==> config.mk <==
export PLATFORM = sky130hd
export DESIGN_NAME = cfac_top
export DESIGN_NICKNAME = d
export VERILOG_FILES = /design/src/hw/cfac_pkg.sv /design/src/hw/cfac_top.sv
export SDC_FILE = /design/constraint.sdc
export NUM_CORES = 2
export LEC_CHECK = 0
export ABC_AREA = 1
export BUFFER_PORTS_ARGS = -buffer_cell sky130_fd_sc_hd__buf_4
export CORE_MARGIN = 2
export CORE_UTILIZATION = 40
export CTS_CLUSTER_DIAMETER = 200
export DETAILED_ROUTE_END_ITERATION = 10
export PLACE_DENSITY_LB_ADDON = 0.15
export SLEW_MARGIN = 30
export SYNTH_ARGS = -nofsm -noshare
export SYNTH_HDL_FRONTEND = slang
export SYNTH_SLANG_ARGS = --single-unit
==> constraint.sdc <==
create_clock -name clk -period 6.6 [get_ports clk]
set_input_delay 0.33 -clock clk [delete_from_list [all_inputs] [get_ports clk]]
set_output_delay 0.33 -clock clk [all_outputs]
set_load 0.02 [all_outputs]
==> src/hw/cfac_pkg.sv <==
package cfac_pkg;

  typedef enum logic [1:0] {
    OP_STATUS  = 2'h0,
    OP_RD_BIN  = 2'h1,
    OP_UPD_BIN = 2'h2,
    OP_RD_REC  = 2'h3
  } cfac_op_t;

  typedef struct packed {
    cfac_op_t   op;
    logic [7:0] p1;
    logic [7:0] p2;
    logic [7:0] len;
  } cfac_cmd_t;

  typedef enum logic [2:0] {
    RES_OK     = 3'h0,
    RES_PARAM  = 3'h1,
    RES_ACCESS = 3'h2,
    RES_NOFILE = 3'h3,
    RES_RANGE  = 3'h4,
    RES_NODATA = 3'h5
  } cfac_res_t;

  typedef enum logic [1:0] {
    SEL_SELECT = 2'h0,
    SEL_NAME   = 2'h1,
    SEL_NONE   = 2'h2
  } cfac_sel_t;

  typedef enum logic [3:0] {
    S_IDLE  = 4'h1,
    S_READ  = 4'h2,
    S_WRITE = 4'h4,
    S_DONE  = 4'h8
  } cfac_state_t;

  localparam logic [7:0] APP_NONE    = 8'h00;
  localparam logic [7:0] APP_INIT    = 8'h01;
  localparam logic [7:0] APP_TERM    = 8'h02;
  localparam logic [7:0] STS_SELECT  = 8'h00;
  localparam logic [7:0] STS_NAME    = 8'h01;
  localparam logic [7:0] STS_NODATA  = 8'h0C;
  localparam logic [2:0] SFI_BIN_TAG = 3'h4;
  localparam logic [4:0] SFI_CUR     = 5'h00;
  localparam logic [4:0] SFI_RFU     = 5'h1F;
  localparam logic [2:0] MODE_NEXT   = 3'h2;
  localparam logic [2:0] MODE_PREV   = 3'h3;
  localparam logic [1:0] MODE_ABS    = 2'h2;
  localparam logic [7:0] REC_CURRENT = 8'h00;
  localparam logic [1:0] RST_APP     = 2'h0;

endpackage : cfac_pkg

==> src/hw/cfac_top.sv <==
`timescale 1ns/1ns
// Summary of operation
// - Status first parameter: 0 none, 1 application initialized, 2 termination.
// - Status second parameter: 0 select reply, 1 name, 0x0C nothing.
// - Status accepts expected length absent, zero, or a maximum.
// - Binary read only on current transparent file with read access.
// - P1 b8 clear: P1 b7..b1 high offset, P2 low offset.
// - P1 top bits 100: b5..b1 short file id, P2 is offset.
// - Binary read returns exactly expected-length bytes; no command data.
// - Binary update needs update access; overwrites bytes at offset.
// - Binary update decodes parameters as read; command length sizes data.
// - Record read on linear or cyclic file with read access; whole record.
// - Failed record read leaves record pointer unchanged.
// - Current and absolute modes read without moving pointer.
// - Next increments pointer first; unset pointer goes to first record.
// - Next on linear file at last record: pointer kept, no data.
// - Next on cyclic file at last record wraps to first.
// - Previous decrements pointer first; unset pointer goes to last record.
// - Previous on linear file at first record: pointer kept, no data.
// - Previous on cyclic file at first record wraps to last.
// - Record P2 b8..b4 zero is current file, else short file id.
// - Modes 010 next, 011 previous, 10x absolute; record zero current.

module cfac_fifo #(
  parameter int W = 8,
  parameter int D = 8
) (
  input  wire logic         clk,
  input  wire logic         rst_n,
  input  wire logic [W-1:0] inData,
  input  wire logic         inValid,
  output logic              inReady,
  output logic      [W-1:0] outData,
  output logic              outValid,
  input  wire logic         outReady
);
  localparam int AW = $clog2(D);

  logic [W-1:0] mem [D];
  logic [AW-1:0] wr_q;
  logic [AW-1:0] rd_q;
  logic [AW:0]   cnt_q;
  logic [AW:0]   cnt_d;
  logic          push;
  logic          pop;

  assign push    = inValid && inReady;
  assign pop     = outValid && outReady;
  assign outData = mem[rd_q];

  always_comb begin
    cnt_d = cnt_q;
    if (push && !pop) begin
      cnt_d = cnt_q + 1'b1;
    end else if (pop && !push) begin
      cnt_d = cnt_q - 1'b1;
    end
  end

  always_ff @(posedge clk) begin
    if (push) begin
      mem[wr_q] <= inData;
    end
  end

  // Flags kept as flops so both handshakes leave straight from registers
  always_ff @(posedge clk) begin
    if (!rst_n) begin
      wr_q     <= '0;
      rd_q     <= '0;
      cnt_q    <= '0;
      inReady  <= 1'b1;
      outValid <= 1'b0;
    end else begin
      cnt_q    <= cnt_d;
      inReady  <= cnt_d != (AW+1)'(D);
      outValid <= cnt_d != '0;
      if (push) begin
        wr_q <= (wr_q == AW'(D-1)) ? '0 : wr_q + 1'b1;
      end
      if (pop) begin
        rd_q <= (rd_q == AW'(D-1)) ? '0 : rd_q + 1'b1;
      end
    end
  end

endmodule : cfac_fifo

module cfac_top #(
  parameter int TF_BYTES   = 256,
  parameter int REC_NUM    = 8,
  parameter int REC_LEN    = 16,
  parameter int FIFO_DEPTH = 8
) (
  input  wire logic               clk,
  input  wire logic               rst_n,
  input  wire cfac_pkg::cfac_cmd_t cmd,
  input  wire logic               cmdValid,
  output logic                    cmdReady,
  input  wire logic               fileSelected,
  input  wire logic               curIsTransparent,
  input  wire logic               curIsCyclic,
  input  wire logic [4:0]         curSfi,
  input  wire logic               readAllowed,
  input  wire logic               updateAllowed,
  input  wire logic [7:0]         wrData,
  input  wire logic               wrValid,
  output logic                    wrReady,
  output logic [7:0]              rspData,
  output logic                    rspValid,
  input  wire logic               rspReady,
  output logic                    doneValid,
  output cfac_pkg::cfac_res_t     doneCode,
  output logic [1:0]              appIndication,
  output cfac_pkg::cfac_sel_t     statusSel,
  output logic [7:0]              recPointer,
  input  wire logic               provWrite,
  input  wire logic [15:0]        provAddr,
  input  wire logic [7:0]         provData
);
  localparam int TA = $clog2(TF_BYTES);
  localparam int RA = $clog2(REC_NUM * REC_LEN);
  localparam int RW = $clog2(REC_NUM);
  localparam logic [RW-1:0] LAST = RW'(REC_NUM - 1);

  logic [7:0] tMem   [TF_BYTES];
  logic [7:0] recMem [REC_NUM * REC_LEN];

  cfac_pkg::cfac_state_t state_q;
  cfac_pkg::cfac_res_t   res_q;
  cfac_pkg::cfac_res_t   res;
  logic          cmdReady_q;
  logic          wrReady_q;
  logic [15:0]   addr_q;
  logic [8:0]    left_q;
  logic          srcRec_q;
  logic [RW-1:0] recPtr_q;
  logic          ptrSet_q;
  logic          accept;
  logic          pushFire;
  logic          wrFire;
  logic          fifoReady;
  logic [7:0]    rdByte;
  logic          gRead;
  logic          gWrite;
  logic          isRec;
  logic [15:0]   nAddr;
  logic [8:0]    nLen;
  logic [RW-1:0] nPtr;
  logic [15:0]   off;
  logic [4:0]    short_file_id;

  function automatic logic [15:0] recBase(input logic [RW-1:0] idx);
    recBase = 16'(idx * REC_LEN);
  endfunction : recBase

  function automatic logic [8:0] leBytes(input logic [7:0] le);
    leBytes = (le == 8'h00) ? 9'h100 : {1'b0, le};
  endfunction : leBytes

  assign accept   = cmdValid && cmdReady_q;
  assign pushFire = (state_q == cfac_pkg::S_READ) && fifoReady;
  assign wrFire   = wrValid && wrReady_q;
  assign rdByte   = srcRec_q ? recMem[addr_q[RA-1:0]] : tMem[addr_q[TA-1:0]];
  assign cmdReady = cmdReady_q;
  assign wrReady  = wrReady_q;

  always_comb begin
    res    = cfac_pkg::RES_OK;
    gRead  = 1'b0;
    gWrite = 1'b0;
    isRec  = 1'b0;
    nAddr  = 16'h0000;
    nLen   = 9'h000;
    nPtr   = recPtr_q;
    off    = 16'h0000;
    short_file_id    = cmd.p2[7:3];
    unique case (cmd.op)
      cfac_pkg::OP_STATUS: begin
        // Any expected length is taken as is
        if (cmd.p1 > cfac_pkg::APP_TERM) begin
          res = cfac_pkg::RES_PARAM;
        end else if (cmd.p2 != cfac_pkg::STS_SELECT &&
                     cmd.p2 != cfac_pkg::STS_NAME &&
                     cmd.p2 != cfac_pkg::STS_NODATA) begin
          res = cfac_pkg::RES_PARAM;
        end
      end
      cfac_pkg::OP_RD_BIN, cfac_pkg::OP_UPD_BIN: begin
        nLen = (cmd.op == cfac_pkg::OP_RD_BIN) ? leBytes(cmd.len)
                                               : {1'b0, cmd.len};
        if (!cmd.p1[7]) begin
          off = {1'b0, cmd.p1[6:0], cmd.p2};
        end else if (cmd.p1[7:5] == cfac_pkg::SFI_BIN_TAG) begin
          off = {8'h00, cmd.p2};
        end
        if ((cmd.p1[7] && cmd.p1[7:5] != cfac_pkg::SFI_BIN_TAG) ||
            nLen == 9'h000) begin
          res = cfac_pkg::RES_PARAM;
        end else if (!curIsTransparent ||
                     (cmd.p1[7] && cmd.p1[4:0] != curSfi)) begin
          res = cfac_pkg::RES_NOFILE;
        end else if (cmd.op == cfac_pkg::OP_RD_BIN ? !readAllowed
                                                    : !updateAllowed) begin
          res = cfac_pkg::RES_ACCESS;
        end else if ({1'b0, off} + {8'h00, nLen} > 17'(TF_BYTES)) begin
          res = cfac_pkg::RES_RANGE;
        end
        nAddr  = off;
        gRead  = res == cfac_pkg::RES_OK && cmd.op == cfac_pkg::OP_RD_BIN;
        gWrite = res == cfac_pkg::RES_OK && cmd.op == cfac_pkg::OP_UPD_BIN;
      end
      cfac_pkg::OP_RD_REC: begin
        isRec = 1'b1;
        nLen  = 9'(REC_LEN);
        if (short_file_id == cfac_pkg::SFI_RFU ||
            (cmd.p2[2:0] != cfac_pkg::MODE_NEXT &&
             cmd.p2[2:0] != cfac_pkg::MODE_PREV &&
             cmd.p2[2:1] != cfac_pkg::MODE_ABS)) begin
          res = cfac_pkg::RES_PARAM;
        end else if (curIsTransparent ||
                     (short_file_id != cfac_pkg::SFI_CUR && short_file_id != curSfi)) begin
          res = cfac_pkg::RES_NOFILE;
        end else if (!readAllowed) begin
          res = cfac_pkg::RES_ACCESS;
        end else if (cmd.p2[2:0] == cfac_pkg::MODE_NEXT) begin
          // Record number byte is ignored here
          if (!ptrSet_q) begin
            nPtr = '0;
          end else if (recPtr_q != LAST) begin
            nPtr = recPtr_q + 1'b1;
          end else if (curIsCyclic) begin
            nPtr = '0;
          end else begin
            res = cfac_pkg::RES_NODATA;
          end
        end else if (cmd.p2[2:0] == cfac_pkg::MODE_PREV) begin
          if (!ptrSet_q) begin
            nPtr = LAST;
          end else if (recPtr_q != '0) begin
            nPtr = recPtr_q - 1'b1;
          end else if (curIsCyclic) begin
            nPtr = LAST;
          end else begin
            res = cfac_pkg::RES_NODATA;
          end
        end else if (cmd.p1 == cfac_pkg::REC_CURRENT) begin
          if (!ptrSet_q) begin
            res = cfac_pkg::RES_RANGE;
          end
        end else if (int'(cmd.p1) > REC_NUM) begin
          res = cfac_pkg::RES_RANGE;
        end
        if (cmd.p2[2:1] == cfac_pkg::MODE_ABS &&
            cmd.p1 != cfac_pkg::REC_CURRENT) begin
          nAddr = recBase(RW'(cmd.p1 - 8'h01));
        end else begin
          nAddr = recBase(nPtr);
        end
        gRead = res == cfac_pkg::RES_OK;
      end
    endcase
  end

  always_ff @(posedge clk) begin
    if (!rst_n) begin
      state_q    <= cfac_pkg::S_IDLE;
      cmdReady_q <= 1'b1;
      wrReady_q  <= 1'b0;
      res_q      <= cfac_pkg::RES_OK;
      doneValid  <= 1'b0;
      doneCode   <= cfac_pkg::RES_OK;
    end else begin
      doneValid <= 1'b0;
      unique case (state_q)
        cfac_pkg::S_IDLE: begin
          if (accept) begin
            cmdReady_q <= 1'b0;
            res_q      <= res;
            if (gRead) begin
              state_q <= cfac_pkg::S_READ;
            end else if (gWrite) begin
              state_q   <= cfac_pkg::S_WRITE;
              wrReady_q <= 1'b1;
            end else begin
              state_q <= cfac_pkg::S_DONE;
            end
          end
        end
        cfac_pkg::S_READ: begin
          if (pushFire && left_q == 9'h001) begin
            state_q <= cfac_pkg::S_DONE;
          end
        end
        cfac_pkg::S_WRITE: begin
          if (wrFire && left_q == 9'h001) begin
            wrReady_q <= 1'b0;
            state_q   <= cfac_pkg::S_DONE;
          end
        end
        cfac_pkg::S_DONE: begin
          doneValid  <= 1'b1;
          doneCode   <= res_q;
          cmdReady_q <= 1'b1;
          state_q    <= cfac_pkg::S_IDLE;
        end
      endcase
    end
  end

  always_ff @(posedge clk) begin
    if (!rst_n) begin
      addr_q   <= 16'h0000;
      left_q   <= 9'h000;
      srcRec_q <= 1'b0;
    end else if (accept) begin
      addr_q   <= nAddr;
      left_q   <= nLen;
      srcRec_q <= isRec;
    end else if (pushFire || wrFire) begin
      addr_q <= addr_q + 16'h0001;
      left_q <= left_q - 9'h001;
    end
  end

  // Pointer moves on a read that will succeed and is cleared to unset on file selection
  always_ff @(posedge clk) begin
    if (!rst_n) begin
      recPtr_q   <= '0;
      ptrSet_q   <= 1'b0;
      recPointer <= 8'h01;
    end else if (fileSelected) begin
      recPtr_q   <= '0;
      ptrSet_q   <= 1'b0;
      recPointer <= 8'h01;
    end else if (accept && cmd.op == cfac_pkg::OP_RD_REC &&
                 res == cfac_pkg::RES_OK) begin
      recPtr_q   <= nPtr;
      ptrSet_q   <= ptrSet_q || cmd.p2[1];
      recPointer <= 8'(nPtr) + 8'h01;
    end
  end

  always_ff @(posedge clk) begin
    if (!rst_n) begin
      appIndication <= cfac_pkg::RST_APP;
      statusSel     <= cfac_pkg::SEL_SELECT;
    end else if (accept && cmd.op == cfac_pkg::OP_STATUS &&
                 res == cfac_pkg::RES_OK) begin
      appIndication <= cmd.p1[1:0];
      statusSel     <= (cmd.p2 == cfac_pkg::STS_NODATA) ? cfac_pkg::SEL_NONE
                     : cfac_pkg::cfac_sel_t'(cmd.p2[1:0]);
    end
  end

  always_ff @(posedge clk) begin
    if (wrFire) begin
      tMem[addr_q[TA-1:0]] <= wrData;
    end
  end

  // Record contents are loaded by the file system, not by this block
  always_ff @(posedge clk) begin
    if (provWrite) begin
      recMem[provAddr[RA-1:0]] <= provData;
    end
  end

  cfac_fifo #(
    .W(8),
    .D(FIFO_DEPTH)
  ) u_fifo (
    .clk      (clk),
    .rst_n    (rst_n),
    .inData   (rdByte),
    .inValid  (state_q == cfac_pkg::S_READ),
    .inReady  (fifoReady),
    .outData  (rspData),
    .outValid (rspValid),
    .outReady (rspReady)
  );

  logic [8:0] pushCnt_q;
  logic [8:0] reqLen_q;

  // Length asked for, kept to check the pushed count at the end
  always_ff @(posedge clk) begin
    if (accept) begin
      reqLen_q <= nLen;
    end
  end

  always_ff @(posedge clk) begin
    if (!rst_n || accept) begin
      pushCnt_q <= 9'h000;
    end else if (pushFire) begin
      pushCnt_q <= pushCnt_q + 9'h001;
    end
  end
endmodule : cfac_top

==> flow_metrics.tcl <==
set metrics [dict create \
    finalSetupTns_ns 0 \
    yosysTopAreaCellShare_pct 72.4 \
    grt_util_all_layers_pct 22.0 \
    drt-initial-drc-count 8899 \
    std_cell_rows 209 \
    clock-sinks 3202 \
    ios 101 \
    leakage_nw 47.2 \
    min_period_ns 4.66 \
    die_h_um 574 \
    num-nets-final 10600 \
    cp.required_ns 7.29 \
    synth.avg_cell_area_um2 12.2 \
    wirelength_mm 375 \
    place_congestion 0.839 \
    max-cap-violations 0 \
    clk_pin_slew_ns 0.06 \
    postCtsSetupRepairBufs 0 \
    status "finished clean" \
    root_buffer "clkbuf_16" \
    initial_utilization_pct 40.2 \
    use_met3_pct 3.28 \
    maxSlewHeadroom_pct 27.3 \
    remaining_drc_errors 0 \
    busiest_layer "met2" \
    die_area_um2 330000 \
    vias 84800 \
    synth_commonest_cells "3136 x edfxtp_1, 2197 x nor2_1, 1643 x o21ai_0" \
    cts_tree "built" \
    peakVddDrop_v 0.000229 \
    synth_top_cell_by_area "edfxtp_1" \
    synth_cell_types 53 \
    p_per_area_nw_per_um2 315 \
    fin_util_pct 44.9 \
    worstHoldPathType "primary input to flop" \
    cp-start-kind "flop" \
    drt-vias-per-instance 5.60 \
    worst_pin_slew_ns 1.09 \
    cts_htree_levels 5 \
    critPathKind "flop to flop" \
    fillers 29600 \
    wl_per_cell_um 24.8 \
    dr.pass1.iters 6 \
    fin_cells 15100 \
    die_w_um 574 \
    place_inst 14500 \
    grt-ovfl-total 0 \
    cp-end-kind "flop" \
    grt.met2_usage_pct 36.5 \
    multi_input_area_um2 30400 \
    hpwl_mm 204 \
    regArea_um2 95500 \
    cts_resized 0 \
    clock_path_buffers 4 \
    area_growth_pct 11.8 \
    hold_buffers 46 \
    cts_made_buffers 339 \
    grt_pass1_wl_mm 549 \
    finClkSkew_ns 0.0290 \
    grt_max_degree 185 \
    synth_cells 10700 \
    synth_edf_count 3136 \
    io_buffers 87 \
    hold_viol_final 0 \
    synth-seq-cells 3202 \
    power.total_mw 45.8 \
    drive_gt1_share_pct 7.04 \
    synth_async_sr_flop_share_pct 0 \
    critPathArrivalTime_ns 5.35 \
    setup_viol 0 \
    worstSkewPairLatency_ns 0.92 \
    antenna_found_initial 6 \
    rsz0062_at_grt "false" \
    yosys_warnings 0 \
    max_freq_mhz 215 \
    critPathMaxFanout 184 \
    core_um2 324000 \
    min_period_over_period_pct 70.6 \
    seq_area_frac_synth_pct 73.5 \
    met1_usage_pct 30.2 \
    ant_nets 0 \
    yosysMostFrequentCell "edfxtp_1" \
    maxSlewViolCount 0 \
    ys.flop_type "edfxtp_1" \
    synth_area_leaders "edfxtp_1 72%, nor2_1 6.3%, o21ai_0 6.3%, o22ai_1 3.9%, nand2_1 2.8%" \
    synth_area_um2 130000 \
    grt_pass1_vias 81800 \
]
[cell usage in the layout (no fill, tap or decap), types with 7 or more instances in the layout]
| cell | count |
|---|---|
| edfxtp_1 | 3136 |
| nor2_1 | 2189 |
| o21ai_0 | 1643 |
| nand2_1 | 960 |
| o22ai_1 | 813 |
| nand3_1 | 440 |
| clkbuf_16 | 352 |
| buf_4 | 197 |
| inv_1 | 165 |
| a21oi_1 | 143 |
| o21ai_1 | 135 |
| clkinv_1 | 74 |
| clkbuf_1 | 74 |
| clkinv_2 | 65 |
| dfxtp_1 | 60 |
| dlygate4sd3_1 | 46 |
| ha_1 | 34 |
| nor3_1 | 30 |
| buf_12 | 30 |
| nand4_1 | 23 |
| bufinv_16 | 17 |
| a31oi_1 | 16 |
| nor2_2 | 12 |
| xor2_1 | 12 |
| nand2_2 | 10 |
| inv_6 | 10 |
| diode_2 | 8 |
| clkbuf_8 | 8 |
| clkinvlp_4 | 8 |
| buf_8 | 8 |
| nand2_4 | 7 |
[logic make-up after synthesis]
family,count (synthesis),share of synthesized area [%]
AND/OR/NAND/NOR,3698,11.3
XOR/XNOR,15,0.101
other,1,0.00289
flip-flops,3202,73.5
AO/OA/AOI/OAI,2777,11.6
adder cells (fa/ha/maj),35,0.343
buffers and inverters,933,3.25
[routing by layer]
metal | wire, um | share of wire, %
met1 | 159000 | 42
met2 | 180000 | 48
met3 | 25300 | 6.7
met4 | 10800 | 2.9
met5 | 0 | 0
[worst max-delay path: stages (launching register included)]
cell	delay (ns)
dfxtp_4	0.59
inv_16	0.64
buf_4	0.66
o21ai_0	0.15
o22ai_1	0.14
nand2_1	0.12
nand3_1	0.19
nand3_1	0.14
a21oi_1	0.46
o21ai_1	0.27
nand3_1	0.14
nand3_1	0.26
nand2_1	0.39
[flip-flops by register name, summed over array words and instances (netlist names), 4 cells and up, named ones only]
name and cells:
tMem 2048, recMem 1024, u_fifo.mem 64, left_q 9, addr_q 8, recPointer 4
state_q 4, u_fifo.cnt_q 4
[power by group]
part           total [mW]  internal [mW]  switching [mW]
sequential           22.5           22.4           0.111
combinational        4.96           1.29            3.67
clock                18.3           10.5            7.83
[layout make-up]
type / count / area share (%)
tap: 4325 / 3.73
antenna: 8 / 0.0138
clock buffer: 434 / 6.33
inverter: 178 / 0.488
multi-input combinational: 6529 / 20.9
timing repair buffer: 283 / 1.85
clock inverter: 176 / 0.897
sequential: 3202 / 65.8
[final timing paths]
path | depth (start not counted) | slack, ns | start | endpoint
worst min register to register | 2 | 0.47 | appIndication[1] | appIndication[1]
worst max register to register | 12 | 1.94 | flop | u_fifo.mem[7][1]
worst min-delay path | 7 | 0.12 | cmd[24] | wrReady
worst max-delay path | 12 | 1.94 | flop | u_fifo.mem[7][1]
[metrics by stage]
| step | setup slack (ns) | instance area, um^2 | hold WS (ns) |
|---|---|---|---|
| after global placement | 2.01 | 134000 | 0.457 |
| after floorplan | 3.82 | 130000 | 0.429 |
| after global routing | 1.75 | 145000 | 0.0670 |
| after detailed placement | 2.02 | 134000 | 0.462 |
| after CTS | 2.00 | 145000 | 0.0108 |
| final | 1.94 | 145000 | 0.120 |
Note: power is estimated with default switching activity, not from simulation.
